<file path="src/design/rpsel_pkg.sv">
// Constants and carrier types for the peripheral remap fabric.
// Assumes a 32-bit classic Wishbone master and a 200 MHz system clock.
package rpsel_pkg;

    // ------------------------------------------------------------------
    // Sizes
    // ------------------------------------------------------------------
    localparam int NUM_PINS   = 8;   // Remappable output pins
    localparam int NUM_POUT   = 10;  // Peripheral outputs, codes 1..10
    localparam int NUM_PIN_IN = 4;   // Peripheral inputs with selectors
    localparam int SEL_W      = 4;   // Width of every selection field

    // ------------------------------------------------------------------
    // Register map (byte addresses)
    // ------------------------------------------------------------------
    localparam logic [7:0] CFG_CTRL_OFS = 8'h00; // config_control_reg
    localparam logic [7:0] UNLOCK_OFS   = 8'h04; // Unlock key register
    localparam logic [7:0] STATUS_OFS   = 8'h08; // Lock/fuse/key state
    localparam logic [7:0] OUT_SEL_OFS  = 8'h40; // output_pin_select_reg 0
    localparam logic [7:0] IN_SEL_OFS   = 8'h80; // Input select 0

    // ------------------------------------------------------------------
    // Field positions and reset values
    // ------------------------------------------------------------------
    localparam int LOCK_BIT       = 13; // map_write_lock
    localparam int FUSE_CFG_BIT   = 29; // single_session_lock_fuse
    localparam int ST_LOCK_BIT    = 0;
    localparam int ST_FUSE_BIT    = 1;
    localparam int ST_UNLOCK_BIT  = 2;
    localparam logic             LOCK_RST = 1'b0;
    localparam logic             FUSE_RST = 1'b1; // Unprogrammed reads set
    localparam logic [SEL_W-1:0] SEL_RST  = 4'h0; // Null route on output pins; input selectors pick pad 0

    // Unlock keys, values arbitrary
    localparam logic [31:0] UNLOCK_KEY1 = 32'h1234_abcd;
    localparam logic [31:0] UNLOCK_KEY2 = 32'hedcb_5678;

    // ------------------------------------------------------------------
    // Bus carrier
    // ------------------------------------------------------------------
    typedef struct packed {
        logic        cyc;
        logic        stb;
        logic        we;
        logic [7:0]  adr;
        logic [3:0]  sel;
        logic [31:0] dat;
    } rpsel_wb_req_t;

endpackage

</file>
<file path="src/design/rpsel_top.sv">
// Peripheral remap fabric: per-pin output routing with write lock.
// Assumes peripheral outputs share sys_clk_in; pad inputs are async.
`timescale 1ns/1ps
module rpsel_top (
    input  wire logic                             sys_clk_in,
    input  wire logic                             arst_n_in,
    input  wire rpsel_pkg::rpsel_wb_req_t         wb_req_in,
    output logic                                  wb_ack_out,
    output logic [31:0]                           wb_dat_out,
    input  wire logic [31:0]                      cfg_word3_in,
    input  wire logic [rpsel_pkg::NUM_POUT-1:0]   periph_out_in,
    output logic [rpsel_pkg::NUM_PINS-1:0]        pin_out_out,
    output logic [rpsel_pkg::NUM_PINS-1:0]        pin_oe_out,
    input  wire logic [rpsel_pkg::NUM_PINS-1:0]   pin_in_in,
    output logic [rpsel_pkg::NUM_PIN_IN-1:0]      periph_in_out,
    output logic                                  map_write_lock_out
);

    localparam int NP = rpsel_pkg::NUM_PINS;
    localparam int NO = rpsel_pkg::NUM_POUT;
    localparam int NI = rpsel_pkg::NUM_PIN_IN;
    localparam int SW = rpsel_pkg::SEL_W;

    // Merge byte lanes of a write into an old word
    function automatic logic [31:0] merge_sel(input logic [31:0] old_v,
                                              input logic [31:0] new_v,
                                              input logic [3:0]  be);
        logic [31:0] r;
        r = old_v;
        for (int b = 0; b < 4; b++) begin
            if (be[b]) begin
                r[8*b +: 8] = new_v[8*b +: 8];
            end
        end
        return r;
    endfunction

    // True when a code names an implemented peripheral output
    function automatic logic code_valid(input logic [SW-1:0] c);
        return (c != 4'h0) && ({28'h0, c} <= 32'(NO));
    endfunction

    // ------------------------------------------------------------------
    // State
    // ------------------------------------------------------------------
    logic [SW-1:0] out_sel_ff [NP];
    logic [SW-1:0] in_sel_ff  [NI];
    logic          lock_ff;
    logic          nxt_lock;
    logic          key1_ff;
    logic          unlocked_ff;
    logic          ack_ff;
    logic [31:0]   rdat_ff;
    logic [1:0]    fuse_sync_ff;
    logic          fuse_ff;
    logic          fuse_cap_ff;
    logic [NP-1:0] pin_sync1_ff;
    logic [NP-1:0] pin_sync2_ff;
    logic [NP-1:0] pin_out_ff;
    logic [NP-1:0] pin_oe_ff;
    logic [NI-1:0] periph_in_ff;

    // ------------------------------------------------------------------
    // Bus decode
    // ------------------------------------------------------------------
    wire req     = wb_req_in.cyc & wb_req_in.stb;
    // Writes land on the edge where the master samples ack high
    wire wr_go   = req & wb_req_in.we & ack_ff;
    wire [7:0] a = wb_req_in.adr;
    wire hit_ctl = a == rpsel_pkg::CFG_CTRL_OFS;
    wire hit_key = a == rpsel_pkg::UNLOCK_OFS;
    wire hit_st  = a == rpsel_pkg::STATUS_OFS;
    // Index test one bit wider, else a count of eight pins wraps to zero
    wire hit_out = (a[7:5] == rpsel_pkg::OUT_SEL_OFS[7:5]) &&
                   ({1'b0, a[4:2]} < 4'(NP)) && (a[1:0] == 2'h0);
    wire hit_in  = (a[7:4] == rpsel_pkg::IN_SEL_OFS[7:4]) &&
                   ({1'b0, a[3:2]} < 3'(NI)) && (a[1:0] == 2'h0);
    wire [2:0] out_idx = a[4:2];
    wire [1:0] in_idx  = a[3:2];
    wire [31:0] wmerge_ctl = merge_sel(32'h0, wb_req_in.dat, wb_req_in.sel);
    wire lock_wr_val = wmerge_ctl[rpsel_pkg::LOCK_BIT];
    wire lock_lane   = wb_req_in.sel[rpsel_pkg::LOCK_BIT/8];
    wire [SW-1:0] sel_wr_val = wb_req_in.dat[SW-1:0];
    wire          sel_lane   = wb_req_in.sel[0];

    // Read mux; reserved bits and unmapped space read zero
    wire [31:0] rd_ctl = 32'(lock_ff) << rpsel_pkg::LOCK_BIT;
    wire [31:0] rd_st  = (32'(lock_ff)     << rpsel_pkg::ST_LOCK_BIT) |
                         (32'(fuse_ff)     << rpsel_pkg::ST_FUSE_BIT) |
                         (32'(unlocked_ff) << rpsel_pkg::ST_UNLOCK_BIT);
    wire [31:0] rd_mux =
        hit_ctl ? rd_ctl :
        hit_st  ? rd_st  :
        hit_out ? {28'h0, out_sel_ff[out_idx]} :
        hit_in  ? {28'h0, in_sel_ff[in_idx]} : 32'h0;

    // ------------------------------------------------------------------
    // Wishbone handshake: ack one cycle after the request, one cycle long
    // ------------------------------------------------------------------
    always_ff @(posedge sys_clk_in or negedge arst_n_in) begin
        if (!arst_n_in) begin
            ack_ff  <= 1'b0;
            rdat_ff <= 32'h0;
        end else begin
            ack_ff  <= req & ~ack_ff;
            rdat_ff <= (req & ~ack_ff & ~wb_req_in.we) ? rd_mux : 32'h0;
        end
    end

    // ------------------------------------------------------------------
    // Unlock keys: two key writes back to back arm one lock change
    // ------------------------------------------------------------------
    always_ff @(posedge sys_clk_in or negedge arst_n_in) begin
        if (!arst_n_in) begin
            key1_ff     <= 1'b0;
            unlocked_ff <= 1'b0;
        end else if (wr_go) begin
            key1_ff     <= hit_key && (wb_req_in.dat == rpsel_pkg::UNLOCK_KEY1);
            // Any other write disarms, so a stray store cannot slip through
            unlocked_ff <= hit_key && key1_ff &&
                           (wb_req_in.dat == rpsel_pkg::UNLOCK_KEY2);
        end
    end

    // Lock next value: needs unlock; while the fuse reads set, a set lock stays set
    always_comb begin
        nxt_lock = lock_ff;
        if (wr_go && hit_ctl && unlocked_ff && lock_lane) begin
            nxt_lock = lock_wr_val;
            if (fuse_ff && lock_ff) begin
                nxt_lock = 1'b1;
            end
        end
    end

    always_ff @(posedge sys_clk_in or negedge arst_n_in) begin
        if (!arst_n_in) begin
            lock_ff <= rpsel_pkg::LOCK_RST;
        end else begin
            lock_ff <= nxt_lock;
        end
    end

    // ------------------------------------------------------------------
    // Fuse capture: synchronised, then followed every cycle from the second edge after reset release
    // ------------------------------------------------------------------
    always_ff @(posedge sys_clk_in or negedge arst_n_in) begin
        if (!arst_n_in) begin
            // Sync stages start set so the fuse never dips before capture
            fuse_sync_ff <= {2{rpsel_pkg::FUSE_RST}};
            fuse_ff      <= rpsel_pkg::FUSE_RST;
            fuse_cap_ff  <= 1'b0;
        end else begin
            fuse_sync_ff <= {fuse_sync_ff[0],
                             cfg_word3_in[rpsel_pkg::FUSE_CFG_BIT]};
            fuse_cap_ff  <= 1'b1;
            if (fuse_cap_ff) begin
                fuse_ff <= fuse_sync_ff[1];
            end
        end
    end

    // ------------------------------------------------------------------
    // Selector registers
    // ------------------------------------------------------------------
    always_ff @(posedge sys_clk_in or negedge arst_n_in) begin
        if (!arst_n_in) begin
            for (int i = 0; i < NP; i++) out_sel_ff[i] <= rpsel_pkg::SEL_RST;
            for (int j = 0; j < NI; j++) in_sel_ff[j]  <= rpsel_pkg::SEL_RST;
        end else if (wr_go && sel_lane && !lock_ff) begin
            if (hit_out) out_sel_ff[out_idx] <= sel_wr_val;
            if (hit_in)  in_sel_ff[in_idx]   <= sel_wr_val;
        end
    end

    // ------------------------------------------------------------------
    // Routing: per pin, its selector picks one peripheral output
    // ------------------------------------------------------------------
    always_ff @(posedge sys_clk_in or negedge arst_n_in) begin
        if (!arst_n_in) begin
            pin_out_ff <= '0;
            pin_oe_ff  <= '0;
        end else begin
            for (int i = 0; i < NP; i++) begin
                pin_oe_ff[i]  <= code_valid(out_sel_ff[i]);
                pin_out_ff[i] <= code_valid(out_sel_ff[i]) &&
                                 periph_out_in[out_sel_ff[i] - 4'h1];
            end
        end
    end

    // Pad inputs pass two flops before the input selectors read them
    always_ff @(posedge sys_clk_in or negedge arst_n_in) begin
        if (!arst_n_in) begin
            pin_sync1_ff <= '0;
            pin_sync2_ff <= '0;
            periph_in_ff <= '0;
        end else begin
            pin_sync1_ff <= pin_in_in;
            pin_sync2_ff <= pin_sync1_ff;
            for (int j = 0; j < NI; j++) begin
                periph_in_ff[j] <= ({28'h0, in_sel_ff[j]} < 32'(NP)) &&
                                   pin_sync2_ff[in_sel_ff[j][2:0]];
            end
        end
    end

    assign wb_ack_out         = ack_ff;
    assign wb_dat_out         = rdat_ff;
    assign pin_out_out        = pin_out_ff;
    assign pin_oe_out         = pin_oe_ff;
    assign periph_in_out      = periph_in_ff;
    assign map_write_lock_out = lock_ff;
endmodule

</file>
<file path="config.mk">
export PLATFORM = sky130hd
export DESIGN_NAME = rpsel_top
export DESIGN_NICKNAME = d
export VERILOG_FILES = /design/src/design/rpsel_pkg.sv /design/src/design/rpsel_top.sv
export SDC_FILE = /design/constraint.sdc
export NUM_CORES = 1
export LEC_CHECK = 0
export ABC_AREA = 1
export BUFFER_PORTS_ARGS = -buffer_cell sky130_fd_sc_hd__buf_2
export CAP_MARGIN = 20
export CORE_ASPECT_RATIO = 1.2
export CORE_MARGIN = 2
export CORE_UTILIZATION = 54
export CTS_CLUSTER_SIZE = 12
export DETAILED_ROUTE_END_ITERATION = 8
export PLACE_DENSITY = 0.81
export SYNTH_ARGS = -nofsm -noshare
export SYNTH_HDL_FRONTEND = slang
export SYNTH_SLANG_ARGS = --single-unit
</file>
<file path="constraint.sdc">
create_clock -name sys_clk_in -period 2.2 [get_ports sys_clk_in]
set_input_delay 0.22 -clock sys_clk_in [delete_from_list [all_inputs] [get_ports sys_clk_in]]
set_output_delay 0.22 -clock sys_clk_in [all_outputs]
set_load 0.02 [all_outputs]
</file>
======== Word-level counts from Yosys, hierarchy flattened ========
Cells that the tools add are included.
Widths: inputs -> output; s select.
word-level totals
  flip-flop bits (word level) ............. 106
  word-level logic and storage cells ...... 167
cells by class
  bitwise operators ....................... 11
  mux-type cells .......................... 43
  eq/ne operators ......................... 6
  magnitude comparators ................... 28
  $add $sub $neg .......................... 8
  reduce and logical (&&, ||, !) cells .... 46
operators with widths
  cell                  number
  $lt 4x5->1 const B    8
  $mux 4                9
  $logic_and 1x1->1     33
  $bmux 1 s4            8
  $bwmux 32             1
  $eq 32x29->1 const B  1
  $eq 32x32->1 const B  1
  $le 4x4->1 const B    8
  $reduce_bool 4->1     8
  $sub 4x1->4 const B   8
  $mux 14               2
  $bwmux 16             1
  $lt 3x4->1 const B    4
  $lt 4x4->1 const B    4
  $mux 1                13
  $bmux 1 s3            4
  $bmux 4 s3            1
  $demux 4 s3           1
  $bmux 4 s2            1
  $demux 4 s2           1
  $eq 8x3->1 const B    1
  $eq 8x4->1 const B    1
  $logic_not 8->1       1
  $mux 6                1
  15 further kinds      21

======== Logic depth before layout (Yosys ltp) ========
Gate-level depths: netlist of run 1.
  depth after elaboration ................. 9
  gate-level depth with buffers ........... 10

======== Worst setup path before layout of run 1 ========
OpenSTA, ideal clock, no wires.
  path type ............................... register to register
  start ................................... register out_sel_ff[12] (netlist name)
  end ..................................... register pin_out_ff[4] (netlist: pin_out_out[4])
  data arrival time ....................... 1.541 ns
  setup time .............................. 0.121 ns
  stages on the path, launching flop included .. 11
  path buffers ............................ 1
  data required time ...................... 2.079 ns
  slack ................................... 0.537 ns
  path through ............................ dfrtp_1 -> clkbuf_1 -> inv_1 -> ha_1 -> inv_1 -> a21oi_1 -> o21ai_0 -> nand2_1 -> nor2_1 -> nor3b_1 -> nor2_1
between the ends
  longest elaborated chain between the ends .. 4
  elaborated cells on any way between the ends .. 7
ends and longest elaborated chain
  item                              line              source
  start: declaration                rpsel_top.sv:46   logic [SW-1:0] out_sel_ff [NP];
  start signal: indexed assignment  rpsel_top.sv:171  if (hit_out) out_sel_ff[out_idx] <= sel_wr_val;
  $sub 4x1->4                       rpsel_top.sv:187  periph_out_in[out_sel_ff[i] - 4'h1];
  $bmux 1 s4                        rpsel_top.sv:187
  $mux 1 (not written as such)      rpsel_top.sv:187
  $logic_and 1x1->1 (*)             rpsel_top.sv:186  pin_out_ff[i] <= code_valid(out_sel_ff[i]) &&
  end signal: indexed assignment    rpsel_top.sv:186
  end: declaration                  rpsel_top.sv:59   logic [NP-1:0] pin_out_ff;
Every way passes the cells marked *; elsewhere a longest branch is shown, timed or not. The select of a mux whose other input is x is not followed.
A chain may end at the register's enable or synchronous reset.

======== Final worst setup path of run 1 ========
Ends and elaborated chain as after synthesis.

==> results of run 1 <==
logic make-up (layout without fill, tap and decap cells):
logic type	count (synthesis)	count (layout)
and+or+nand+nor	360	360
AOI/OAI and AO/OA	167	167
buffers and inverters	126	199
DFF	97	97
adders and majority gates	24	24
xor gates and xnor gates	16	16
other	2	28
muxes	1	1
stage by stage:
stage          hold WS (ns)  cell area (um2)  total power [mW]  utilization (%)
5_1_grt               0.149             6820              3.83             62.4
3_3_place_gp          0.212             6440              2.23             58.9
4_1_cts               0.108             6820              3.72             62.4
2_1_floorplan       -0.0756             6070              2.10                -
3_5_place_dp          0.209             6440              2.23             58.9
6_report              0.114             6820              3.68             62.4
worst max path at each step:
stage,cells after the start,endpoint,from
after floorplan,10,pin_out_out[4],out_sel_ff[12]
after global placement,9,pin_out_out[4],out_sel_ff[12]
after detailed placement,9,pin_out_out[4],out_sel_ff[12]
after CTS,9,pin_out_out[4],out_sel_ff[12]
after global routing,9,pin_out_out[4],out_sel_ff[12]
final,9,pin_out_out[4],out_sel_ff[12]
cells in the mapped netlist (2+ instances only):
cell type	n
o21ai_1	5
dfrtp_1	94
a211oi_1	5
nand3b_1	2
o31ai_1	2
o2111ai_1	6
clkbuf_1	14
buf_2	4
a22oi_1	3
a21oi_1	38
nand2_1	194
a31oi_1	5
nor2_1	78
ha_1	24
o21a_1	2
buf_4	29
nand3_1	44
xor2_1	9
nor4_1	3
conb_1	2
xnor2_1	7
nand4_1	11
inv_2	3
nor3b_1	5
nor2_4	4
nor3_1	4
o21ai_0	99
nand3_2	6
inv_1	75
nand2_4	4
dfstp_2	3
layer usage:
metal  track usage [%]  vias up  part of all wire, %
met5                 0        -                    0
met4              9.33        0                  2.3
met3              3.81       30                  6.5
met2              43.2      204                   50
met1              32.3     2478                   41
li1                  -     2743                    -
layout by cell type (no fill, tap or decap), types with 4 or more instances in the layout:
cell	instances
nand2_4	4
nor3b_1	5
nor2_1	78
ha_1	24
nor3_1	4
inv_1	75
nand3_2	6
a21oi_1	38
a211oi_1	5
nand3_1	44
conb_1	28
nand2_1	194
o2111ai_1	6
o21ai_0	99
nor2_4	4
buf_2	91
o21ai_1	5
dlygate4sd3_1	10
xnor2_1	7
a31oi_1	5
clkbuf_16	9
nand4_1	11
buf_4	4
xor2_1	9
dfrtp_1	94
report_power, final:
part | switching (mW) | internal [mW]
registers | 0.0158 | 1.81
clock network | 0.637 | 0.823
logic | 0.269 | 0.117
registers in the layout, indices dropped and copies added, names as in the netlist, 2 cells and up:
signal and flops:
pin_out_out 8, pin_oe_out 8, in_sel_ff 16, periph_in_out 4, pin_sync1_ff 8, fuse_sync_ff 2, wb_dat_out 5, out_sel_ff 32
pin_sync2_ff 8
what timing repair did:
action,in CTS,in global routing
setup endpoints to repair,0,0
hold buffers,10,0
gates resized for setup,0,0
hold endpoints to repair,38,0
worst reg2reg max path: stages, from the launching register on:
cell	delay [ns]
dfrtp_1	0.50
inv_1	0.21
ha_1	0.35
inv_1	0.08
a21oi_1	0.11
o21ai_0	0.09
nand2_1	0.07
nor2_1	0.04
nor3b_1	0.20
nor2_1	0.06
final cells by class:
| type | instances | area [um2] |
|---|---|---|
| multi-input cells | 596 | 3050 |
| fillers | 987 | 4120 |
| well taps | 132 | 165 |
| inverters | 78 | 293 |
| repair buffers | 106 | 606 |
| clock buffers | 13 | 260 |
| flip-flops and latches | 97 | 2430 |
| clock inverters | 2 | 13.8 |
==> results.toml, run 1 <==
[clocking]
cts_root_buf = "clkbuf_16"
postCtsSetupRepairBufs = 0
cts_tree = "yes"
numCtsBuffers = 9
cts.sinks = 97
clk_latency_ns = 0.35
h-tree-depth = 3
cts.clk_slew.worst_paths_ns = 0.06
cts_buffer_depth = 2

[pwr]
leakage_nw = 3.42
peakVddDrop_mv = 0.442
powerDensity_nw_per_um2 = 539

[routing]
ant_nets = 0
wire_per_inst_um = 14.0
dr.pass1.iters = 6
routed_via_density = 5.33
drt_iter0_drc = 491
vias = 5455
drc_errors = 0
wirelength_um = 14400

[grt]
grt_pass1_wl_um = 23600
antenna_found_initial = 0
grt_usage_pct = 25.3
grt_pass1_vias = 4898
grt_max_degree = 49
grt_remaining_overflow = 0

[floorplan]
die_y_um = 119
initial_core_util_pct = 54.7
core_um2 = 10900
io_pins = 153
die_w_um = 100
dieArea_um2 = 11900
fp-row-count = 42

[yosys]
synth_compound_area_share_pct = 15.0
syn-instance-count = 793
seq_area_frac_synth_pct = 40.7
synth-simple-area-share_pct = 26.6
yosysWarnings = 0
avgSynthCellArea_um2 = 7.53
synthXorXnorAreaFrac_pct = 2.35
synth_ff_type = "dfrtp_1"
synth.area.top_cells = "dfrtp_1 (39%), nand2_1 (12%), o21ai_0 (8.3%)"
synthMuxAreaShare_pct = 0.188
yosysTopAreaCell = "dfrtp_1"
synth_top_area_share_pct = 39.4
ys_ff_latch = 97
syn_area_um2 = 5970
async_flop_share_pct = 100
yosysUniqueCellTypes = 40
synth_edf_count = 0
synth-adder-area-share_pct = 5.03
synth_top_family_by_area = "simple AND/OR/NAND/NOR gates"

[sta]
period_needed_ns = 1.82
hold_viol_final = 0
timing.final.ws_setup_ns = 0.379
finalMaxSlewViolations = 0
tightest_slew_ns = 0.623
slew-limit-headroom_pct = 58.4
rsz0062_at_grt = "no"
final.setup.tns_ns = 0
fin_skew_ns = 0.00693
setup_viol = 0
min_period_over_period_pct = 82.8
fmax_mhz = 549

[layout]
stdcell_count = 1024
area_delta_synth_final_pct = 14.1
drive_gt1_share_pct = 15.0
diodes = 0
final_nets = 1011

[worst_hold_path]
hp-start = "wb_req_in[45]"
holdPathStages = 3
hold_class = "in2reg"
hold_end = "wb_ack_out"

[job]
max-cap-violations = 0

[outcome]
status = "completed"

[critical_path]
critPathLaunchType = "flip-flop"
reg2reg_to = "pin_out_out[4]"
crit_path_max_incr_delay_ns = 0.50
cp_top_family = "flip-flops"
crit_chain = "inv_1 > ha_1 > inv_1 > a21oi_1 > o21ai_0 > nand2_1 > nor2_1 > nor3b_1 > nor2_1"
reg2reg_slack_ns = 0.38
cp.arrival_ns = 2.06
critical_path_class = "reg2reg"
r2r_start = "out_sel_ff[12]"
crit_path_end_kind = "flip-flop"
r2r_cells = 9
cp_max_fo = 9
cp.required_ns = 2.44
cp_num_buf_inv = 2
slowest_stage = "dfrtp_1"

[placement]
dp_cells = 999
routabilityCongestion = 0.881
dp_slack_ns = 0.447
io_buffers = 92
dp_hpwl_um = 10400
No activity file was read; power rests on OpenSTA's default activity.
==> run 2, diff against run 1 <==
--- a/config.mk
+++ b/config.mk
@@ -5,7 +5,7 @@
 export SDC_FILE = /design/constraint.sdc
 export NUM_CORES = 1
 export LEC_CHECK = 0
-export ABC_AREA = 1
+export ABC_AREA = 0
 export BUFFER_PORTS_ARGS = -buffer_cell sky130_fd_sc_hd__buf_2
 export CAP_MARGIN = 20
 export CORE_ASPECT_RATIO = 1.2
==> constraint.sdc (replaced) <==
create_clock -name sys_clk_in -period 1.9 [get_ports sys_clk_in]
set_input_delay 0.19 -clock sys_clk_in [delete_from_list [all_inputs] [get_ports sys_clk_in]]
set_output_delay 0.19 -clock sys_clk_in [all_outputs]
set_load 0.02 [all_outputs]
==> run 2 against run 1 <==
Net effect: routed wire length shrank 1.5%; maximum frequency shrank 1.4%; worst hold slack is essentially flat; critical endpoint is now out_sel_ff[17]; setup slack lost 0.33 ns; combinational power grew 16%; largest power group unchanged; global-route usage shrank 0.66 points; power grew 18%; critical path depth shrank 4; register-to-register slack lost 0.33 ns; sequential share of layout area shrank 0.71 points; first-iteration DRC count shrank 54%; final area grew 2.0%.
==> results.toml, run 2 <==
[outcome]
status = "completed"

[floorplan]
initial_core_util_pct = 55.6
fp-row-count = 41
core_um2 = 10600
die_y_um = 118
io_pins = 153
die_w_um = 99.2
dieArea_um2 = 11700

[clocking]
cts.sinks = 97
cts_root_buf = "clkbuf_16"
numCtsBuffers = 9
clk_latency_ns = 0.35
cts_buffer_depth = 2
cts.clk_slew.worst_paths_ns = 0.07
h-tree-depth = 3
cts_tree = "yes"

[layout]
multi_input_area_um2 = 3240
largest_register_ffs = 32
largestRegisters = "out_sel_ff x32, in_sel_ff x16"
regArea_um2 = 2430
fillCellCount = 804
regMostFlops = "out_sel_ff"
drive_gt1_share_pct = 39.4
final_nets = 724
area_delta_synth_final_pct = 18.3
stdcell_count = 735
layout_common_cells = "dfrtp_1 (94), buf_2 (91), mux2_2 (58), mux4_2 (28), conb_1 (28)"
final_area_um2 = 6950
final_common_cell = "dfrtp_1"
diodes = 0

[grt]
met3_usage_pct = 4.55
grt_pass1_wl_um = 22800
met2_usage_pct = 43.0
grt.busiest_layer = "met2"
grt_max_degree = 48
grt_pass1_vias = 4611
grt_usage_pct = 24.6
grt_remaining_overflow = 0
antenna_found_initial = 0
met1_usage_pct = 29.8

[sta]
setup_viol = 0
tightest_slew_ns = 0.525
rsz0062_at_grt = "yes"
slew-limit-headroom_pct = 64.7
final.setup.tns_ns = 0
fin_skew_ns = 0.00816
whs_ns = 0.114
finalMaxSlewViolations = 0
period_needed_ns = 1.85
min_period_over_period_pct = 97.1
fmax_mhz = 542
hold_viol_final = 0

[yosys]
syn-instance-count = 484
seq_area_frac_synth_pct = 41.4
ys_ff_latch = 97
yosysWarnings = 0
synth_edf_count = 0
synth_most_common_cell = "dfrtp_1"
synth_ff_type = "dfrtp_1"
yosysUniqueCellTypes = 54
synth_commonest_cells = "dfrtp_1 (94), mux2_2 (58), buf_4 (28), mux4_2 (28), mux2i_1 (27)"
synth.area.top_cells = "dfrtp_1 (40%), mux2_2 (11%), mux4_2 (11%)"
synth_top_area_share_pct = 40.0
avgSynthCellArea_um2 = 12.1
yosysTopAreaCell = "dfrtp_1"
async_flop_share_pct = 100
syn_area_um2 = 5880

[routing]
drc_errors = 0
wire_per_inst_um = 19.3
wirelength_um = 14200
drt_iter0_drc = 228
vias = 4371
ant_nets = 0
dr.pass1.iters = 4
routed_via_density = 5.95

[critical_path]
crit_path_end_kind = "flip-flop"
cp_num_buf_inv = 1
cp.required_ns = 2.13
cp_max_fo = 6
critical_path_class = "reg2reg"
reg2reg_to = "out_sel_ff[17]"
reg2reg_slack_ns = 0.05
r2r_cells = 5
cp.arrival_ns = 2.08
crit_path_max_incr_delay_ns = 0.47
slowest_stage = "nor4_4"
r2r_start = "wb_ack_out"
cp_top_family = "simple AND/OR/NAND/NOR gates"
crit_chain = "nand4_1 > nor4_4 > buf_4 > nand3_2 > mux2_2"
critPathLaunchType = "flip-flop"

[placement]
placed_cell_area_um2 = 6520
routabilityCongestion = 0.867
dp_hpwl_um = 10100
dp_cells = 708
io_buffers = 92

[worst_hold_path]
holdPathStages = 3
hold_end = "wb_ack_out"
hp-start = "wb_req_in[45]"
hold_class = "in2reg"

[job]
max-cap-violations = 0

[pwr]
leakage_nw = 3.20
powerDensity_nw_per_um2 = 623
peakVddDrop_mv = 0.500
[run 2: routing by layer]
| metal | share of wire [%] | up-vias | wire length [um] |
|---|---|---|---|
| met1 | 37 | 2185 | 5280 |
| li1 | - | 1968 | - |
| met5 | 0 | - | 0 |
| met4 | 2.8 | 0 | 396 |
| met2 | 54 | 179 | 7640 |
| met3 | 6.0 | 39 | 854 |
[run 2: cells by family (layout without fill, tap and decap cells)]
group	Yosys count	in the layout	share of synthesized area, %
fa+ha+maj	24	24	5.11
compound gates	45	45	5.04
buf+inv	63	159	5.94
xor+xnor	15	15	2.23
simple gates	123	123	13.4
flops	97	97	41.4
mux	115	115	26.8
other cells	2	28	0.128
[run 2: worst max path at each step]
stage | from | end | slack, ns | depth (start not counted)
after floorplan | wb_ack_out | out_sel_ff[10] | -0.009 | 5
after global placement | wb_req_in[41] | out_sel_ff[21] | -0.02 | 6
after detailed placement | wb_req_in[41] | out_sel_ff[3] | -0.07 | 6
after CTS | wb_ack_out | out_sel_ff[20] | 0.02 | 5
after global routing | wb_ack_out | out_sel_ff[27] | -0.03 | 4
final | wb_ack_out | out_sel_ff[17] | 0.05 | 5
[run 2: final cells by class]
cell class / count / area share (%)
clock buffer: 9 / 3.24
multi-input combinational: 350 / 46.7
timing repair buffer: 126 / 11.0
inverter: 17 / 0.918
tap: 129 / 2.32
sequential: 97 / 35.0
clock inverter: 7 / 0.864
[run 2: stage by stage]
step	utilization [%]	power, mW	setup slack [ns]
5_1_grt	65.8	4.47	-0.0338
4_1_cts	65.3	4.34	0.0242
6_report	65.8	4.33	0.0544
3_5_place_dp	61.7	2.58	-0.0666
2_1_floorplan	-	2.41	-0.00860
3_3_place_gp	61.7	2.56	-0.0232
[run 2: power breakdown]
group	internal (mW)	switching [mW]
clock network	0.911	0.855
registers	2.10	0.0202
logic	0.176	0.273
total	3.18	1.15
[run 2: what timing repair did]
action,4_1_cts,5_1_grt
hold buffers,10,0
setup buffers,0,1
hold endpoints to repair,45,0
setup endpoints to repair,0,31
resized for setup,0,10
[run 2: worst min-delay path, stage by stage]
cell     delay, ns
buf_2         0.11
nand2_1       0.08
nor2_1        0.05
==> run 3, diff against run 2 <==
--- a/config.mk
+++ b/config.mk
@@ -8,8 +8,7 @@
 export ABC_AREA = 0
 export BUFFER_PORTS_ARGS = -buffer_cell sky130_fd_sc_hd__buf_2
 export CAP_MARGIN = 20
-export CORE_ASPECT_RATIO = 1.2
-export CORE_MARGIN = 2
+export CORE_ASPECT_RATIO = 1.1
 export CORE_UTILIZATION = 54
 export CTS_CLUSTER_SIZE = 12
 export DETAILED_ROUTE_END_ITERATION = 8
==> run 3 against run 2 <==
Net effect: clock power grew 4%; first-iteration DRC count grew 15%; largest cell class unchanged; non-clock buffer count grew 5.
==> results.toml, run 3 (synthesized netlist as in run 2, its figures left out) <==
[floorplan]
dieArea_um2 = 11300
die_y_um = 111
io_pins = 153
fp-row-count = 39
die_w_um = 101
initial_core_util_pct = 56.0
core_um2 = 10500

[pwr]
power_frac_comb_pct = 10.0
peakVddDrop_mv = 0.508
power.total_mw = 4.40
power_switching_share_pct = 24.8
leakage_nw = 3.24
power_frac_clock_pct = 41.9
pwr-share-seq_pct = 48.1
p_int_mw = 3.31
powerDensity_nw_per_um2 = 628
p_switching_mw = 1.09

[grt]
grt_max_degree = 39
antenna_found_initial = 0
grt_remaining_overflow = 0
grt_usage_pct = 25.0
grt_pass1_wl_um = 21600
grt_pass1_vias = 4373

[clocking]
cts_tree = "yes"
clk_latency_ns = 0.34
cts_root_buf = "clkbuf_16"
cts.clk_slew.worst_paths_ns = 0.07
cts.sinks = 97
h-tree-depth = 3
numCtsBuffers = 9
cts_buffer_depth = 2

[layout]
layout_common_cells = "dfrtp_1 (94), buf_2 (91), mux2_2 (56)"
area_delta_synth_final_pct = 19.3
diodes = 0
final_common_cell = "dfrtp_1"
regMostFlops = "out_sel_ff"
largestRegisters = "out_sel_ff x32, in_sel_ff x16"
largest_register_ffs = 32
fillCellCount = 781
final_nets = 729
drive_gt1_share_pct = 39.9
regArea_um2 = 2430
multi_input_area_um2 = 3230

[sta]
hold_viol_final = 0
period_needed_ns = 1.85
timing.final.ws_setup_ns = 0.0499
rsz0062_at_grt = "yes"
min_period_over_period_pct = 97.4
finalMaxSlewViolations = 0
fmax_mhz = 541
setup_viol = 0
final.setup.tns_ns = 0
whs_ns = 0.0912
fin_skew_ns = 0.00424

[placement]
dp_hpwl_um = 9550
routabilityCongestion = 0.842
dp_slack_ns = -0.0573
io_buffers = 92

[critical_path]
crit_path_end_kind = "flip-flop"
cp.arrival_ns = 2.08
crit_path_max_incr_delay_ns = 0.47
critPathLaunchType = "flip-flop"
slowest_stage = "nor4_4"
critical_path_class = "reg2reg"
cp_max_fo = 6
crit_chain = "nand4_1 > nor4_4 > buf_4 > nand3_2 > mux2_2"
cp.required_ns = 2.13

[routing]
wirelength_um = 13200
drt_iter0_drc = 262
vias = 4327
wire_per_inst_um = 17.5
ant_nets = 0
dr.pass1.iters = 4
drc_errors = 0
routed_via_density = 5.74

[worst_hold_path]
hold_class = "in2reg"

[outcome]
status = "completed"

[job]
max-cap-violations = 0
run 3: cell types whose count changed in the layout (fill, tap and decap cells not counted), sizes merged:
| cell | delta |
|---|---|
| buf | +5 |
| clkinvlp | -1 |
| bufinv | +1 |
run 3: metrics by stage:
step	cell area, um2	util (%)	instances
2_1_floorplan	5980	-	510
3_3_place_gp	6570	62.6	727
3_5_place_dp	6570	62.6	727
4_1_cts	6980	66.5	753
5_1_grt	7010	66.8	754
6_report	7010	66.8	754
run 3: cell type report:
type | count | share of cell area (%)
clock buffers | 9 | 3.21
clock inverters | 7 | 1.09
inverters | 17 | 0.910
multi-input cells | 350 | 46.1
flip-flops and latches | 97 | 34.7
well taps | 143 | 2.55
repair buffers | 131 | 11.5
run 3: metal layers:
layer,GRT usage [%],vias up,wire (um)
li1,-,1984,-
met1,30.7,2150,5070
met2,44.4,161,7160
met3,4.58,32,650
met4,7.63,0,308
met5,0,-,0
run 3: critical path: cells and delay by family (launching register included):
| kind | cells | cell delay, ns |
|---|---|---|
| AND/OR/NAND/NOR | 3 | 0.83 |
| flip-flops | 1 | 0.37 |
| buffers and inverters | 1 | 0.22 |
| multiplexers | 1 | 0.32 |
run 3: worst paths after layout:
path,from,endpoint,slack (ns),depth (start not counted)
worst max-delay path,wb_ack_out,out_sel_ff[16],0.05,5
worst min-delay path,wb_req_in[45],wb_ack_out,0.09,3
worst max register to register,wb_ack_out,out_sel_ff[16],0.05,5
worst min register to register,pin_sync1_ff[2],pin_sync2_ff[2],0.35,0
max in group asynchronous,arst_n_in,fuse_ff,0.93,3
min in group asynchronous,arst_n_in,pin_out_out[5],0.34,2
run 3: power groups by stage:
stage               clock network (mW)  registers [mW]  logic [mW]
floorplan                            0            2.16       0.246
global route                      1.96            2.12       0.482
finish                            1.84            2.12       0.442
global placement                     0            2.15       0.411
CTS                               1.87            2.12       0.439
detailed placement                   0            2.16       0.420
run 3: timing repair:
action / 4_1_cts / 5_1_grt
pin swaps: 0 / 2
gates cloned: 0 / 0
hold buffers: 10 / 0
setup endpoints to repair: 1 / 25
buffers inserted: 0 / 1
endpoints found under the hold margin: 39 / 0
resized for setup: 1 / 8
